**config.mk**
```make
export PLATFORM = sky130hd
export DESIGN_NAME = flash_clock_security_ctrl
export DESIGN_NICKNAME = d
export VERILOG_FILES = /design/src/rtl/flash_ctrl_pkg.sv /design/src/rtl/internal_flash_clock_divider.sv /design/src/rtl/key_compare.sv /design/src/rtl/flash_clock_security_ctrl.sv
export SDC_FILE = /design/constraint.sdc
export NUM_CORES = 1
export LEC_CHECK = 0
export ABC_AREA = 0
export BUFFER_PORTS_ARGS = -buffer_cell sky130_fd_sc_hd__buf_4
export CORE_MARGIN = 4
export CORE_UTILIZATION = 50
export CTS_CLUSTER_DIAMETER = 30
export DETAILED_ROUTE_END_ITERATION = 10
export GPL_ROUTABILITY_DRIVEN = 0
export GPL_TIMING_DRIVEN = 0
export PLACE_DENSITY = 0.86
export SKIP_LAST_GASP = 1
export SYNTH_ARGS = -nofsm -noshare
export SYNTH_HDL_FRONTEND = slang
export SYNTH_SLANG_ARGS = --single-unit
```
**constraint.sdc**
```tcl
create_clock -name clk_i -period 5.3 [get_ports clk_i]
set_clock_uncertainty 0.05 [all_clocks]
set_input_delay 0.795 -clock clk_i [delete_from_list [all_inputs] [get_ports clk_i]]
set_output_delay 0.795 -clock clk_i [all_outputs]
set_load 0.01 [all_outputs]
```
**src/rtl/flash_ctrl_pkg.sv**
```systemverilog
package flash_ctrl_pkg;

   // ----------------------------------------------------------------
   // timing of the internal flash clock
   // ----------------------------------------------------------------
   localparam int BUS_PERIOD_NS = 40;     // 25 MHz bus clock
   localparam int PULSE_MIN_NS = 5000;    // shortest program/erase pulse
   localparam int PULSE_MAX_NS = 6700;    // longest program/erase pulse
   // least time rounds up, longest time rounds down
   localparam int PULSE_MIN_CYC = (PULSE_MIN_NS + BUS_PERIOD_NS - 1) / BUS_PERIOD_NS;
   localparam int PULSE_MAX_CYC = PULSE_MAX_NS / BUS_PERIOD_NS;
   localparam int PRESCALE_RATIO = 8;     // divide-by-eight prescaler

   // ----------------------------------------------------------------
   // register byte addresses
   // ----------------------------------------------------------------
   localparam logic [7:0] ADDR_CLOCK_DIVIDER = 8'h00;
   localparam logic [7:0] ADDR_OPTION_COPY = 8'h04;
   localparam logic [7:0] ADDR_CONFIG = 8'h08;
   localparam logic [7:0] ADDR_PROTECTION = 8'h0C;
   localparam logic [7:0] ADDR_STATUS = 8'h10;
   localparam logic [2:0] KEY_BASE_TOP = 3'h1;   // key slots at 0x20..0x3C

   // ----------------------------------------------------------------
   // field positions and reset values
   // ----------------------------------------------------------------
   localparam int DIVISOR_LOADED_FLAG_BIT = 7;
   localparam int PRESCALE_BIT = 6;
   localparam int DIVISOR_W = 6;
   localparam int BACKDOOR_KEY_ENABLE_BIT = 7;
   localparam int NORED_BIT = 6;
   localparam int KEY_ACCESS_ENABLE_BIT = 5;
   localparam logic [7:0] OPTION_MASK = 8'hC3;
   localparam logic [1:0] SEC_UNSECURED = 2'h2;
   localparam logic [5:0] DIVISOR_RESET = 6'h00;
   localparam int ST_SECURE_BIT = 0;
   localparam int ST_DIVISOR_LOADED_FLAG_BIT = 1;
   localparam int ST_RANGE_BIT = 2;
   localparam int ST_KEY_ACCESS_ENABLE_BIT = 3;

   // classic wishbone request as seen by the slave
   typedef struct packed {
      logic cyc;
      logic stb;
      logic we;
      logic [7:0] adr;
      logic [3:0] sel;
      logic [31:0] dat;
   } wb_req_s;

   // true for the eight word-aligned key comparison slots
   function automatic logic is_key_addr(input logic [7:0] adr);
      return (adr[7:5] == KEY_BASE_TOP) && (adr[1:0] == 2'h0);
   endfunction

endpackage

```
**src/rtl/internal_flash_clock_divider.sv**
```systemverilog
`timescale 1ns/100ps
module internal_flash_clock_divider
   import flash_ctrl_pkg::*;
#(
   parameter int DIV_W = 6
) (
   input wire logic clk_i,
   input wire logic rst_i,
   input wire logic run_i,
   input wire logic prescale_i,
   input wire logic [DIV_W-1:0] divisor_i,
   output logic tick_o
);

   // ----------------------------------------------------------------
   // prescaler and main divider
   // ----------------------------------------------------------------
   logic [2:0] pre_cnt;       // bus cycles within one prescaled step
   logic [DIV_W-1:0] div_cnt; // steps within one flash clock period
   logic step;                // divider input enable

   // input is the bus clock or the bus clock over eight
   assign step = prescale_i ? (pre_cnt == 3'(PRESCALE_RATIO - 1)) : 1'b1;

   // prescaler free-runs only while the divider is allowed to run
   always_ff @(posedge clk_i) begin
      if (rst_i || !run_i) begin
         pre_cnt <= 3'h0;
      end else begin
         pre_cnt <= pre_cnt + 3'h1;
      end
   end

   // one tick every divisor+1 steps, one bus cycle wide
   always_ff @(posedge clk_i) begin
      if (rst_i || !run_i) begin
         div_cnt <= '0;
         tick_o <= 1'b0;
      end else begin
         tick_o <= 1'b0;
         if (step) begin
            if (div_cnt >= divisor_i) begin
               div_cnt <= '0;
               tick_o <= 1'b1;
            end else begin
               div_cnt <= div_cnt + 1'b1;
            end
         end
      end
   end

endmodule

```
**src/rtl/key_compare.sv**
```systemverilog
`timescale 1ns/100ps
module key_compare
   import flash_ctrl_pkg::*;
#(
   parameter int KEY_BYTES = 8
) (
   input wire logic clk_i,
   input wire logic rst_i,
   input wire logic open_i,
   input wire logic write_i,
   input wire logic [$clog2(KEY_BYTES)-1:0] index_i,
   input wire logic [7:0] byte_i,
   input wire logic close_i,
   input wire logic [KEY_BYTES*8-1:0] stored_key_i,
   output logic match_o
);

   localparam int IDX_W = $clog2(KEY_BYTES);

   // ----------------------------------------------------------------
   // entered key and order tracking
   // ----------------------------------------------------------------
   logic [7:0] entered [KEY_BYTES];   // bytes written during the session
   logic [IDX_W:0] next_slot;         // slot expected next
   logic in_order;                    // every write hit the expected slot
   logic [KEY_BYTES-1:0] byte_eq;     // per-byte equality

   // compare every entered byte against its stored twin
   for (genvar g = 0; g < KEY_BYTES; g++) begin : g_cmp
      assign byte_eq[g] = (entered[g] == stored_key_i[g*8 +: 8]);
   end

   // storage is written by slot index
   always_ff @(posedge clk_i) begin
      if (rst_i) begin
         for (int i = 0; i < KEY_BYTES; i++) begin
            entered[i] <= 8'h00;
         end
      end else if (write_i) begin
         entered[index_i] <= byte_i;
      end
   end

   // ascending order, one write per slot, nothing beyond the last
   always_ff @(posedge clk_i) begin
      if (rst_i || open_i) begin
         next_slot <= '0;
         in_order <= 1'b1;
      end else if (write_i) begin
         if (next_slot == (IDX_W+1)'(KEY_BYTES) || index_i != next_slot[IDX_W-1:0]) begin
            in_order <= 1'b0;
         end
         if (next_slot != (IDX_W+1)'(KEY_BYTES)) begin
            next_slot <= next_slot + 1'b1;
         end
      end
   end

   // verdict given once, on the closing write
   always_ff @(posedge clk_i) begin
      if (rst_i) begin
         match_o <= 1'b0;
      end else begin
         match_o <= close_i && in_order && (next_slot == (IDX_W+1)'(KEY_BYTES))
                    && (&byte_eq);
      end
   end

endmodule

```
**src/rtl/flash_clock_security_ctrl.sv**
```systemverilog
`timescale 1ns/100ps
// What this block does
// - divisor-loaded flag: reset clears, first write sets
// - no program or erase until flag set
// - prescale bit selects bus clock or over eight
// - flash clock is input over divisor plus one
// - timing pulse is one flash clock cycle
// - option and protection bytes loaded at reset
// - key enable zero forbids backdoor unlock
// - matching ordered eight-byte key unlocks until reset
// - key writes only from secured firmware
// - redirection-disable bit gates vector redirection
// - only code 1:0 means unsecured
// - secure device blocks unsecured memory access
// - key match or blank check unsecures
// - key-access bit steers key location writes
// - clearing key-access bit triggers key comparison
module flash_clock_security_ctrl
   import flash_ctrl_pkg::*;
#(
   parameter int KEY_BYTES = 8
) (
   input wire logic clk_i,
   input wire logic rst_i,
   input wire wb_req_s wb_req_i,                    // wishbone request
   output logic [31:0] wb_dat_o,                     // read data
   output logic wb_ack_o,                            // cycle acknowledge
   input wire logic [7:0] nonvolatile_option_byte_i,
   input wire logic [7:0] nonvolatile_protection_byte_i,
   input wire logic [KEY_BYTES*8-1:0] stored_backdoor_key_i,
   input wire logic secure_source_i,                 // master runs from secure memory
   input wire logic blank_check_pass_i,              // whole array found erased
   output logic program_erase_enable_o,
   output logic internal_flash_clock_o,              // one-cycle timing pulse
   output logic command_start_o,                     // key-slot write starts a command
   output logic [2:0] command_index_o,
   output logic [7:0] command_data_o,
   output logic access_error_o,                      // command refused
   output logic redirection_enable_o,
   output logic secure_o,                            // block unsecured access
   output logic [7:0] working_protection_register_o
);

   // ----------------------------------------------------------------
   // register state
   // ----------------------------------------------------------------
   logic divisor_loaded_flag;        // divider written since reset
   logic prescale_by_eight;          // prescaler select
   logic [DIVISOR_W-1:0] divisor;    // divisor field
   logic backdoor_key_enable;        // option copy bit 7
   logic redirection_disable;        // option copy bit 6
   logic [1:0] security_code;        // working security code
   logic key_access_enable;          // config key-access bit
   logic key_match;                  // comparator verdict pulse

   // ----------------------------------------------------------------
   // bus decode
   // ----------------------------------------------------------------
   logic access;                     // new request not yet answered
   logic wr;                         // write on the low byte lane
   logic key_wr;                     // write to a key slot
   logic cfg_wr;                     // write to the config register
   logic next_key_access;            // key-access bit being written
   logic [9:0] internal_flash_clock_period;          // bus cycles per flash clock
   logic clock_in_range;             // settings land inside pulse limits
   logic [7:0] read_byte;            // selected register

   assign access = wb_req_i.cyc && wb_req_i.stb && !wb_ack_o;
   assign wr = access && wb_req_i.we && wb_req_i.sel[0];
   assign key_wr = wr && is_key_addr(wb_req_i.adr);
   assign cfg_wr = wr && (wb_req_i.adr == ADDR_CONFIG);
   assign next_key_access = wb_req_i.dat[KEY_ACCESS_ENABLE_BIT];

   // period held against the pulse limits; the status range bit lets software check its own choice
   always_comb begin
      internal_flash_clock_period = 10'(divisor) + 10'h001;
      if (prescale_by_eight) begin
         internal_flash_clock_period = 10'(internal_flash_clock_period * 10'(PRESCALE_RATIO));
      end
      clock_in_range = (internal_flash_clock_period >= 10'(PULSE_MIN_CYC))
                       && (internal_flash_clock_period <= 10'(PULSE_MAX_CYC));
   end

   // ----------------------------------------------------------------
   // wishbone answer
   // ----------------------------------------------------------------
   // every access, mapped or not, is answered one cycle after it is seen
   always_ff @(posedge clk_i) begin
      if (rst_i) begin
         wb_ack_o <= 1'b0;
      end else begin
         wb_ack_o <= access;
      end
   end

   // read mux; unmapped addresses and reserved bits read zero
   always_comb begin
      read_byte = 8'h00;
      unique case (wb_req_i.adr)
         ADDR_CLOCK_DIVIDER: begin
            read_byte = {divisor_loaded_flag, prescale_by_eight, divisor};
         end
         ADDR_OPTION_COPY: begin
            read_byte = {backdoor_key_enable, redirection_disable, 4'h0,
                         security_code} & OPTION_MASK;
         end
         ADDR_CONFIG: begin
            read_byte[KEY_ACCESS_ENABLE_BIT] = key_access_enable;
         end
         ADDR_PROTECTION: begin
            read_byte = working_protection_register_o;
         end
         ADDR_STATUS: begin
            read_byte[ST_SECURE_BIT] = security_code != SEC_UNSECURED;
            read_byte[ST_DIVISOR_LOADED_FLAG_BIT] = divisor_loaded_flag;
            read_byte[ST_RANGE_BIT] = clock_in_range;
            read_byte[ST_KEY_ACCESS_ENABLE_BIT] = key_access_enable;
         end
         default: begin
            read_byte = 8'h00;
         end
      endcase
   end

   // read data held with the acknowledge
   always_ff @(posedge clk_i) begin
      if (rst_i) begin
         wb_dat_o <= 32'h0000_0000;
      end else if (access) begin
         wb_dat_o <= {24'h00_0000, read_byte};
      end
   end

   // ----------------------------------------------------------------
   // clock divider register
   // ----------------------------------------------------------------
   // any write loads the fields and sets the flag; flag bit is ignored
   always_ff @(posedge clk_i) begin
      if (rst_i) begin
         divisor_loaded_flag <= 1'b0;
         prescale_by_eight <= 1'b0;
         divisor <= DIVISOR_RESET;
      end else if (wr && wb_req_i.adr == ADDR_CLOCK_DIVIDER) begin
         divisor_loaded_flag <= 1'b1;
         prescale_by_eight <= wb_req_i.dat[PRESCALE_BIT];
         divisor <= wb_req_i.dat[DIVISOR_W-1:0];
      end
   end

   // divider is held idle until software has set it up
   internal_flash_clock_divider #(
      .DIV_W(DIVISOR_W)
   ) u_divider (
      .clk_i(clk_i),
      .rst_i(rst_i),
      .run_i(divisor_loaded_flag),
      .prescale_i(prescale_by_eight),
      .divisor_i(divisor),
      .tick_o(internal_flash_clock_o)
   );

   // ----------------------------------------------------------------
   // option and protection copies
   // ----------------------------------------------------------------
   // loaded only by reset; bus writes never reach them
   always_ff @(posedge clk_i) begin
      if (rst_i) begin
         backdoor_key_enable <= nonvolatile_option_byte_i[BACKDOOR_KEY_ENABLE_BIT];
         redirection_disable <= nonvolatile_option_byte_i[NORED_BIT];
         working_protection_register_o <= nonvolatile_protection_byte_i;
      end
   end

   // working code: hardware may only move it to unsecured
   always_ff @(posedge clk_i) begin
      if (rst_i) begin
         security_code <= nonvolatile_option_byte_i[1:0];
      end else if ((key_match && backdoor_key_enable) || blank_check_pass_i) begin
         security_code <= SEC_UNSECURED;
      end
   end

   // ----------------------------------------------------------------
   // config register and key session
   // ----------------------------------------------------------------
   always_ff @(posedge clk_i) begin
      if (rst_i) begin
         key_access_enable <= 1'b0;
      end else if (cfg_wr) begin
         key_access_enable <= next_key_access;
      end
   end

   // only secured firmware may feed the comparator
   key_compare #(
      .KEY_BYTES(KEY_BYTES)
   ) u_key (
      .clk_i(clk_i),
      .rst_i(rst_i),
      .open_i(cfg_wr && next_key_access && !key_access_enable),
      .write_i(key_wr && key_access_enable && secure_source_i),
      .index_i(wb_req_i.adr[4:2]),
      .byte_i(wb_req_i.dat[7:0]),
      .close_i(cfg_wr && !next_key_access && key_access_enable),
      .stored_key_i(stored_backdoor_key_i),
      .match_o(key_match)
   );

   // ----------------------------------------------------------------
   // command launch from key slots
   // ----------------------------------------------------------------
   // with key access off, a key-slot write is the first step of a command
   always_ff @(posedge clk_i) begin
      if (rst_i) begin
         command_start_o <= 1'b0;
         access_error_o <= 1'b0;
         command_index_o <= 3'h0;
         command_data_o <= 8'h00;
      end else begin
         command_start_o <= 1'b0;
         access_error_o <= 1'b0;
         if (key_wr && !key_access_enable) begin
            command_index_o <= wb_req_i.adr[4:2];
            command_data_o <= wb_req_i.dat[7:0];
            // refused, not queued, while the divider is unset
            command_start_o <= divisor_loaded_flag;
            access_error_o <= !divisor_loaded_flag;
         end
      end
   end

   // ----------------------------------------------------------------
   // registered status outputs
   // ----------------------------------------------------------------
   // one cycle behind their sources so every output leaves a flop
   always_ff @(posedge clk_i) begin
      if (rst_i) begin
         program_erase_enable_o <= 1'b0;
         redirection_enable_o <= 1'b0;
         secure_o <= 1'b1;
      end else begin
         program_erase_enable_o <= divisor_loaded_flag;
         redirection_enable_o <= !redirection_disable;
         secure_o <= security_code != SEC_UNSECURED;
      end
   end

endmodule

```
Word level (Yosys, flattened, before mapping)
Memory sizes are Yosys's and may differ from the RTL's.
Index checks and enable logic that the tools add are counted.

storage, ports and cells
  flip-flop bits (word level) = 62
  latch bits = 0
  RAM bits = 64
  ROM bits = 0
  input port bits = 131
  logic and storage cells = 107
  memories = 1

cells by class
  $add $sub $neg = 4
  $mul = 0
  div/mod/pow operators = 0
  magnitude comparators = 3
  equality and inequality tests = 18
  shift operators = 0
  muxes and demuxes = 18
  bitwise operators = 2
  reduce and logical (&&, ||, !) cells = 38

memories
  name           depth  bits a word  rd ports  clocked after memory_dff  write ports  RTL line           source
  u_key.entered  8      8            8         0                         8            key_compare.sv:23  logic [7:0] entered [KEY_BYTES];

operators by type and width
  operator             count
  $eq 8x8->1           8
  $logic_and 1x1->1    20
  $eq 8x4->1 const B   2
  $pmux 4 s4           1
  $ge 10x7->1 const B  1
  $le 10x8->1 const B  1
  $mux 10              1
  $eq 8x3->1 const B   1
  $eq 8x5->1 const B   1
  $logic_not 8->1      1
  $mux 1               8
  $mux 8               1
  $reduce_and 8->1     1
  $reduce_or 8->1      1
  $add 6x1->7 const B  1
  $add 6x1->6 const B  1
  $ge 6x6->1           1
  $mux 6               1
  $pmux 2 s3           1
  $logic_not 1->1      5
  $add 4x1->4 const B  1
  $eq 4x4->1 const B   1
  $logic_or 1x1->1     4
  $mux 2               2
  14 further kinds     17

Longest topological paths before layout
Gate-level depths: netlist (run 1).

  depth in word-level cells = 12
  gate-level depth with buffers = 8

By module
Synthesis (run 1) repeated with hierarchy kept, for this count alone.

unflattened totals
  cell total of the unflattened synthesis = 545
  area total of the unflattened synthesis = 6,123.4 µm²

modules (own cells, without submodules)
  module                        times used  cells each  area each (µm²)  sequential area each (µm²)
  key_compare                   1           266         3,467.1          2,042.0
  flash_clock_security_ctrl     1           222         2,092.0          1,041.0
  internal_flash_clock_divider  1           57          564.3            200.2

Least setup slack after synthesis (run 1)
No wires, ideal clock.

  kind = input -> register
  start = input port wb_req_i[37] (netlist bit)
  end = register u_key.match_o
  arrival = 2,555 ps
  setup slack = 2,634 ps
  stages on the path = 6
  path through = or4_1 -> clkbuf_2 -> or3_1 -> or4_4 -> nor3_1 -> and4_1

on the way
  cells in the longest elaborated chain, start to end = 7

ends and longest elaborated chain
  what                            RTL line                          source
  start: declaration              flash_clock_security_ctrl.sv:25   input wire wb_req_s wb_req_i,
  $eq 8x4->1                      flash_clock_security_ctrl.sv:71   assign cfg_wr = wr && (wb_req_i.adr == ADDR_CONFIG);
  $logic_and 1x1->1               flash_clock_security_ctrl.sv:71
  $logic_and 1x1->1 (2 in a row)  flash_clock_security_ctrl.sv:204  .close_i(cfg_wr && !next_key_access && key_access_enable),
  $logic_and 1x1->1 (2 in a row)  key_compare.sv:64                 match_o <= close_i && in_order && (next_slot == (IDX_W+1)'(KEY_BYTES))
  $logic_and 1x1->1               key_compare.sv:65                 && (&byte_eq);
  end signal: assignment          key_compare.sv:64
  end: declaration                key_compare.sv:15                 output logic match_o

Every way passes these cells.
A chain may end at the register's enable or synchronous reset.

==> key figures, run 1 <==
Power
  • PwrDens: between 300 and 400 mW/mm^2
  • Max IR drop VDD: around 0.00018 V
  • Total power: roughly 0.0025 W
  • Leak: 3.29 nW

Status
  • Outcome: finished, final reports clean

Worst setup path
  • CP Capture Type: flop
  • Flop2flop setup slack: roughly 2.3 ns
  • Crit path DAT: about 3.3 ns
  • Buffers and inverters on the worst path: 2
  • Crit-path max FO: 11
  • Cells on worst reg2reg path: 6
  • CP top delay family: simple AND/OR/NAND/NOR gates
  • Crit-path cells: buf_4, clkbuf_1, and4bb_2, nand4_1, or2_2, nor3_1, or2_2
  • CP Launch Type: input port
  • CP most frequent cell: or2_2
  • Reg2reg start: key_access_enable$_SDFFE_PP0P_
  • Worst path slowest cell: nor3_1
  • CP required: between 5 and 6 ns
  • Worst path max stage delay: approximately 0.81 ns
  • WS Path Type: in2reg
  • Worst path depth: 7
  • Reg2reg end: u_key.entered[2][6]$_SDFFCE_PN0P_

Layout
  • Antenna cell count: 0
  • Commonest non-fill, non-tap cells in the layout: 155 x buf_4, 76 x edfxtp_1, 68 x and2_1
  • Storage cell area: roughly 0.0033 sq mm
  • Total Nets Final: roughly 850
  • Commonest non-fill, non-tap cell in the layout: buf_4
  • Final Cell Area: 0.00791 sq mm
  • Area of the multi-input gates: 0.00255 sq mm
  • Area grow syn2layout: 30.6%
  • Filler Cells Inserted: ~900
  • Layout cells sized above 1: 0.275

Die
  • Die area: roughly 0.014 sq mm
  • Site row count: 39
  • Die Ht: 118 um
  • Die Span X: around 120 um
  • IO Count: about 190
  • Core area: between 0.01 and 0.015 sq mm
  • Starting Density: 0.521

Clock network
  • CTS H-tree lvls: 4
  • Resize count post-CTS: 0
  • CTS Sinks: between 100 and 150
  • CTS tree: built
  • Root Driver: clkbuf_16
  • Clock-pin slew on the worst setup and hold paths: roughly 0.050 ns
  • Number of setup buffers added after CTS: 0
  • Cts bufs inserted: 17
  • # hold bufs at CTS: 0
  • Max clock buf depth: 2
  • Worst skew pair latency: approximately 0.41 ns

Logic synthesis
  • #FFs+latches synth: approximately 130
  • Asr flop ratio synth: 0
  • Synth top area cells: edfxtp_1 38%, dfxtp_1 17%, and2_1 7.0%
  • Synth unique cells: 44
  • Cell taking the most area after synthesis: edfxtp_1
  • EDFF count, synth: 76
  • Synth top area share: 0.377
  • Post-Syn Area per Cell: between 10 and 15 sq um
  • Ys flop type: edfxtp_1
  • Part of the Yosys area used for sequential elements: 0.542
  • Synthesized instance count: 538
  • Yosys warns: 0
  • Mapped cell area: between 0.006 and 0.007 sq mm

Placement
  • Post-DP Area: 0.00730 sq mm
  • I/O Buffers: 131
  • DP HPWL: 11.5 mm

STA
  • Final Hold Fails: 0
  • Achievable clock frequency: approximately 300 MHz
  • Final worst path period share: 0.624
  • Final setup fails: 0
  • Worst-Margin Slew: ~1.1 ns
  • Min cycle time layout: ~3.3 ns
  • Slew margin rel.: 0.292
  • Unrepaired setup endpoints after global routing: false
  • Final TNS setup: 0 ns
  • Max-slew violation count: 0

Detailed routing
  • First-pass DRT Iterations: 5
  • Via count: about 4700
  • Residual DRC: 0
  • Vias per cell: 5.38
  • Number of DRC markers in iteration 0: 262
  • Routed length per instance: roughly 18 um
  • Post-Route WL: between 15 and 20 mm
  • Final ANT Viol Nets: 0

Global routing
  • Initial antenna violation count: 0
  • Congestion Overflow GR: 0
  • First-pass GRT wire length: about 24 mm
  • Largest net degree at the start of global routing: 17
  • Total GRT Usage: 0.226
  • Vias in the first global route: approximately 4800

Hold path
  • Hold EP: redirection_enable_o$_SDFF_PP0_
  • Tightest Hold Check Type: reg2reg
  • Hold Path Origin: redirection_disable$_DFFE_PP_
  • Worst hold stages: 1

Run
  • Max_cap viols: 0
[metrics by stage]
| step | worst slack [ns] | utilization | cells | hold WS [ns] |
|---|---|---|---|---|
| floorplan | 2.63 | - | 561 | 0.349 |
| global placement | 1.68 | 0.629 | 835 | 0.358 |
| detailed placement | 1.66 | 0.629 | 835 | 0.385 |
| CTS | 2.06 | 0.681 | 867 | 0.414 |
| global route | 1.89 | 0.681 | 867 | 0.418 |
| finish | 1.99 | 0.681 | 867 | 0.405 |
[metal layers]
layer | part of all wire | track usage | vias to the layer above
li1 | - | - | 2182
met1 | 0.38 | 0.267 | 2187
met2 | 0.49 | 0.383 | 262
met3 | 0.10 | 0.0754 | 31
met4 | 0.025 | 0.0821 | 0
met5 | 0 | 0 | -
[sequential cells by signal (all words and copies together), names as in the netlist, 2 cells and up]
name / count
u_key.entered: 64
u_divider.pre_cnt: 3
security_code: 2
divisor: 6
u_key.next_slot: 4
wb_dat_o: 8
working_protection_register_o: 8
command_index_o: 3
command_data_o: 8
u_divider.div_cnt: 6
[cell families (layout without fill, tap and decap cells)]
| kind of cell | after synthesis | in the layout | share of synthesized area |
|---|---|---|---|
| AND/OR/NAND/NOR | 209 | 209 | 0.193 |
| adder cells (fa/ha/maj) | 12 | 12 | 0.0248 |
| other | 1 | 24 | 0.000620 |
| flip-flops | 126 | 126 | 0.542 |
| XOR/XNOR | 73 | 73 | 0.106 |
| multiplexers | 24 | 24 | 0.0399 |
| AO/OA/AOI/OAI | 38 | 38 | 0.0440 |
| buffers and inverters | 55 | 218 | 0.0496 |
[worst register-to-register path, stage by stage, from the launching register on]
cell	delay (ns)
dfxtp_1	0.32
clkbuf_1	0.32
and4_1	0.26
nand4_1	0.14
or2_2	0.36
nor3_1	0.82
or2_2	0.42
[how the worst max path moves through the flow]
| stage | startpoint | end |
|---|---|---|
| finish | rst_i | u_key.entered[2][6]$_SDFFCE_PN0P_ |
| CTS | rst_i | u_key.entered[2][6]$_SDFFCE_PN0P_ |
| global route | rst_i | u_key.entered[2][6]$_SDFFCE_PN0P_ |
| detailed placement | rst_i | u_key.entered[2][4]$_SDFFCE_PN0P_ |
| global placement | rst_i | u_key.entered[2][7]$_SDFFCE_PN0P_ |
| floorplan | wb_req_i[37] | u_key.match_o$_SDFF_PP0_ |
[report_power, final]
group          total (W)  leakage, nW  switching (W)  internal, W
Sequential       0.00108         1.18      0.0000165      0.00107
Clock            0.00118        0.297       0.000402     0.000782
Combinational   0.000199         1.81      0.0000956     0.000103
Total            0.00247         3.29       0.000514      0.00195
[cells in the mapped netlist (4+ instances only)]
cell / n
a211oi_1: 5
a21oi_1: 11
and2_1: 68
buf_4: 24
clkbuf_1: 14
dfxtp_1: 50
edfxtp_1: 76
ha_1: 12
inv_1: 14
mux2i_1: 23
nand2_1: 18
nand2b_1: 10
nand4_1: 18
nor2_1: 40
nor3_1: 14
nor4_1: 15
o21ai_0: 7
or2_2: 9
or3_1: 4
xnor2_1: 46
xor2_1: 27
[cell type report]
type | instances | share of cell area
buffer | 41 | 0.0313
clock buffer | 20 | 0.0552
clock inverter | 12 | 0.0214
inverter | 14 | 0.00665
multi-input combinational | 380 | 0.323
sequential | 126 | 0.415
tap | 143 | 0.0226
timing repair buffer | 131 | 0.124
(Power assumes the default switching activity.)
==> run 2, diff against run 1 <==
- ABC_AREA: 0 -> 1
- clock period: 5.3 -> 3.21 ns (I/O delays scaled with it)
==> run 2 against run 1 <==
Effect of this change:
- critical path depth fell by 1
- final cell count up 32%
- largest cell class unchanged
- die area is 6.4% higher
- power increased by 69%
- largest power group unchanged
- area after synthesis rose by 6.8%
- sequential power is 65% higher
- combinational power is 80% higher
- highest routed layer unchanged
- critical endpoint is now u_key.entered[5][2]$_SDFFCE_PN0P_
- routed wire length up 6.3%
- first-iteration DRC count grew 50%
==> key figures, run 2 <==
Worst setup path
  • Crit-path max FO: 9 (-2)
  • Reg2reg end: u_key.entered[5][2]$_SDFFCE_PN0P_
  • Worst path depth: 6 (-1)
  • Worst path max stage delay: 0.38 ns (-0.43 ns)
  • CP top delay family: simple AND/OR/NAND/NOR gates
  • Crit-path cells: nand3b_4, nor2_4, nand3b_4, nor3_4, nand2_4, nand2_1
  • WS Path Type: reg2reg
  • Worst path slowest cell: nand2_1
  • CP required: 3.22 ns (-2.11 ns)
  • Setup crit end: u_key.entered[5][2]$_SDFFCE_PN0P_
  • Crit path DAT: 2.26 ns (-1.08 ns)
  • CP most frequent cell: nand3b_4
  • Worst Setup SP: wb_ack_o$_SDFF_PP0_
  • Buffers and inverters on the worst path: 0 (-2)
  • CP Capture Type: flop
  • Reg2reg start: wb_ack_o$_SDFF_PP0_
  • Cells on worst reg2reg path: 6 (unchanged)
  • Flop2flop setup slack: 0.96 ns (-1.33 ns)
  • CP Launch Type: flop

Logic synthesis
  • Count leader, synth: nand2_1
  • Ys flop type: edfxtp_1
  • EDFF count, synth: 76 (unchanged)
  • Synth top area cells: edfxtp_1 35%, dfxtp_1 15%, nand2_1 9.8%
  • Synth unique cells: 32 (-27%)
  • Mapped cell area: 0.00646 sq mm (+6.8%)
  • Synthesized instance count: 788 (+46%)
  • #FFs+latches synth: 126 (unchanged)
  • Asr flop ratio synth: 0 (unchanged)
  • Yosys warns: 0 (unchanged)
  • Synth cell count leaders: 168 x nand2_1, 162 x nor2_1, 105 x inv_1
  • Post-Syn Area per Cell: 8.20 sq um (-27%)
  • Part of the Yosys area used for sequential elements: 0.508 (-0.0346)
  • Synth top area share: 0.353 (-0.0241)
  • Cell taking the most area after synthesis: edfxtp_1

Die
  • Site row count: 41 (+5.1%)
  • Starting Density: 0.512 (-0.00882)
  • Die Ht: 122 um (+3.1%)
  • Core area: 0.0126 sq mm (+8.7%)
  • IO Count: 189 (unchanged)
  • Die area: 0.0148 sq mm (+6.4%)
  • Die Span X: 122 um (+3.1%)

Layout
  • Final Cell Area: 0.00836 sq mm (+5.8%)
  • Most flops, register: u_key.entered
  • Max reg flops: 64 (unchanged)
  • Commonest non-fill, non-tap cells in the layout: 168 x nand2_1, 162 x nor2_1, 155 x buf_4
  • Commonest non-fill, non-tap cell in the layout: nand2_1
  • Area grow syn2layout: 29.4%
  • Layout cells sized above 1: 0.216 (-0.0590)
  • Total Nets Final: 1103 (+29%)
  • Filler Cells Inserted: 1027 (+17%)
  • Fin util: 0.663 (-0.0180)
  • Antenna cell count: 0 (unchanged)

STA
  • Max-slew violation count: 0 (unchanged)
  • Achievable clock frequency: 445 MHz
  • Final worst path period share: 0.700
  • Final Hold Fails: 0 (unchanged)
  • Min cycle time layout: about 2.2 ns
  • Unrepaired setup endpoints after global routing: false
  • Final setup fails: 0 (unchanged)
  • Final TNS setup: 0 ns (unchanged)
  • Setup slack after layout: 0.962 ns (-1.03 ns)
  • Worst-Margin Slew: 0.569 ns (-0.485 ns)
  • Slew margin rel.: 0.620 (+0.329)

Placement
  • Dpl ws: 0.734 ns (-0.929 ns)
  • Post-DP Area: 0.00774 sq mm (+6.0%)
  • I/O Buffers: 130 (-0.76%)
  • DP HPWL: 12.4 mm (+8.1%)

Global routing
  • Initial antenna violation count: 0 (unchanged)
  • Total GRT Usage: 0.229 (+0.00299)
  • First-pass GRT wire length: 26.3 mm (+7.4%)
  • Vias in the first global route: 5542 (+16%)
  • Congestion Overflow GR: 0 (unchanged)
  • Largest net degree at the start of global routing: 17 (unchanged)

Detailed routing
  • Residual DRC: 0 (unchanged)
  • Via count: 5730 (+23%)
  • Final ANT Viol Nets: 0 (unchanged)
  • Routed length per instance: 14.6 um (-20%)
  • Number of DRC markers in iteration 0: 394 (+50%)
  • First-pass DRT Iterations: 5 (unchanged)
  • Post-Route WL: 16.7 mm (+6.3%)
  • Vias per cell: 5.00 (-6.9%)

Power
  • Max IR drop VDD: 0.000334 V (+90%)
  • PwrDens: 497 mW/mm^2 (+59%)
  • Leak: 4.02 nW (+22%)
  • Total power: 0.00416 W (+69%)

Clock network
  • Root Driver: clkbuf_16
  • CTS Sinks: 126 (unchanged)
  • Resize count post-CTS: 0 (unchanged)
  • CTS H-tree lvls: 4 (unchanged)
  • Worst skew pair latency: 0.42 ns (about the same)
  • # hold bufs at CTS: 0 (unchanged)
  • Clock-pin slew on the worst setup and hold paths: 0.06 ns (about the same)
  • Cts bufs inserted: 17 (unchanged)
  • Number of setup buffers added after CTS: 0 (unchanged)
  • CTS tree: built
  • Max clock buf depth: 2 (unchanged)

Hold path
  • Tightest Hold Check Type: in2reg

Run
  • Max_cap viols: 0 (unchanged)

Status
  • Outcome: finished, final reports clean
run 2: changes by cell type in the layout (fill, tap and decap cells not counted), moves of 29 or more:
cell,delta
and2_1,-67
inv_1,+91
xnor2_1,-29
nand3_1,+41
nand2_1,+150
nor2_1,+122
run 2: cell type report:
class / count / area [sq um] / share of cell area
plain buffers: 39 / 255 / 0.0305
clock buffers: 19 / 433 / 0.0518
clock inverters: 13 / 189 / 0.0226
inverters: 105 / 394 / 0.0471
multi-input cells: 541 / 2620 / 0.313
flip-flops and latches: 126 / 3280 / 0.393
well taps: 172 / 215 / 0.0257
repair buffers: 130 / 976 / 0.117
run 2: cell families (layout without fill, tap and decap cells):
family / count (synthesis) / after routing / synth area share
AOI/OAI and AO/OA: 66 / 66 / 0.0534
xor gates and xnor gates: 31 / 31 / 0.0420
adders and majority gates: 12 / 12 / 0.0232
buffers and inverters: 144 / 306 / 0.100
DFF: 126 / 126 / 0.508
muxes: 1 / 1 / 0.00155
other: 1 / 24 / 0.000580
and+or+nand+nor: 407 / 407 / 0.271
run 2: through the flow:
stage / hold slack (ns) / cells
after global placement: 0.358 / 1113
after detailed placement: 0.384 / 1113
after global routing: 0.177 / 1145
after CTS: 0.177 / 1145
after floorplan: 0.349 / 811
final: 0.191 / 1145
run 2: layer usage:
metal	global-route usage	part of all wire	vias to the layer above
met2	0.386	0.48	272
met1	0.272	0.39	2617
met4	0.0924	0.029	0
li1	-	-	2798
met3	0.0720	0.10	43
met5	0	0	-
run 2: worst min path at each step:
stage	start	slack (ns)	cells after the start	to
3_5_place_dp	u_divider.pre_cnt[0]$_SDFF_PP0_	0.38	1	u_divider.pre_cnt[0]$_SDFF_PP0_
6_report	nonvolatile_protection_byte_i[0]	0.19	1	working_protection_register_o[0]$_DFFE_PP_
2_1_floorplan	u_divider.pre_cnt[0]$_SDFF_PP0_	0.35	1	u_divider.pre_cnt[0]$_SDFF_PP0_
5_1_grt	nonvolatile_protection_byte_i[2]	0.18	1	working_protection_register_o[2]$_DFFE_PP_
4_1_cts	nonvolatile_protection_byte_i[2]	0.18	1	working_protection_register_o[2]$_DFFE_PP_
3_3_place_gp	u_divider.pre_cnt[0]$_SDFF_PP0_	0.36	1	u_divider.pre_cnt[0]$_SDFF_PP0_
run 2: where the power goes:
part | internal (W) | leakage [nW] | switching, W
clock network | 0.00130 | 0.300 | 0.000713
logic | 0.000166 | 2.54 | 0.000191
registers | 0.00176 | 1.18 | 0.0000255
total | 0.00323 | 4.02 | 0.000930
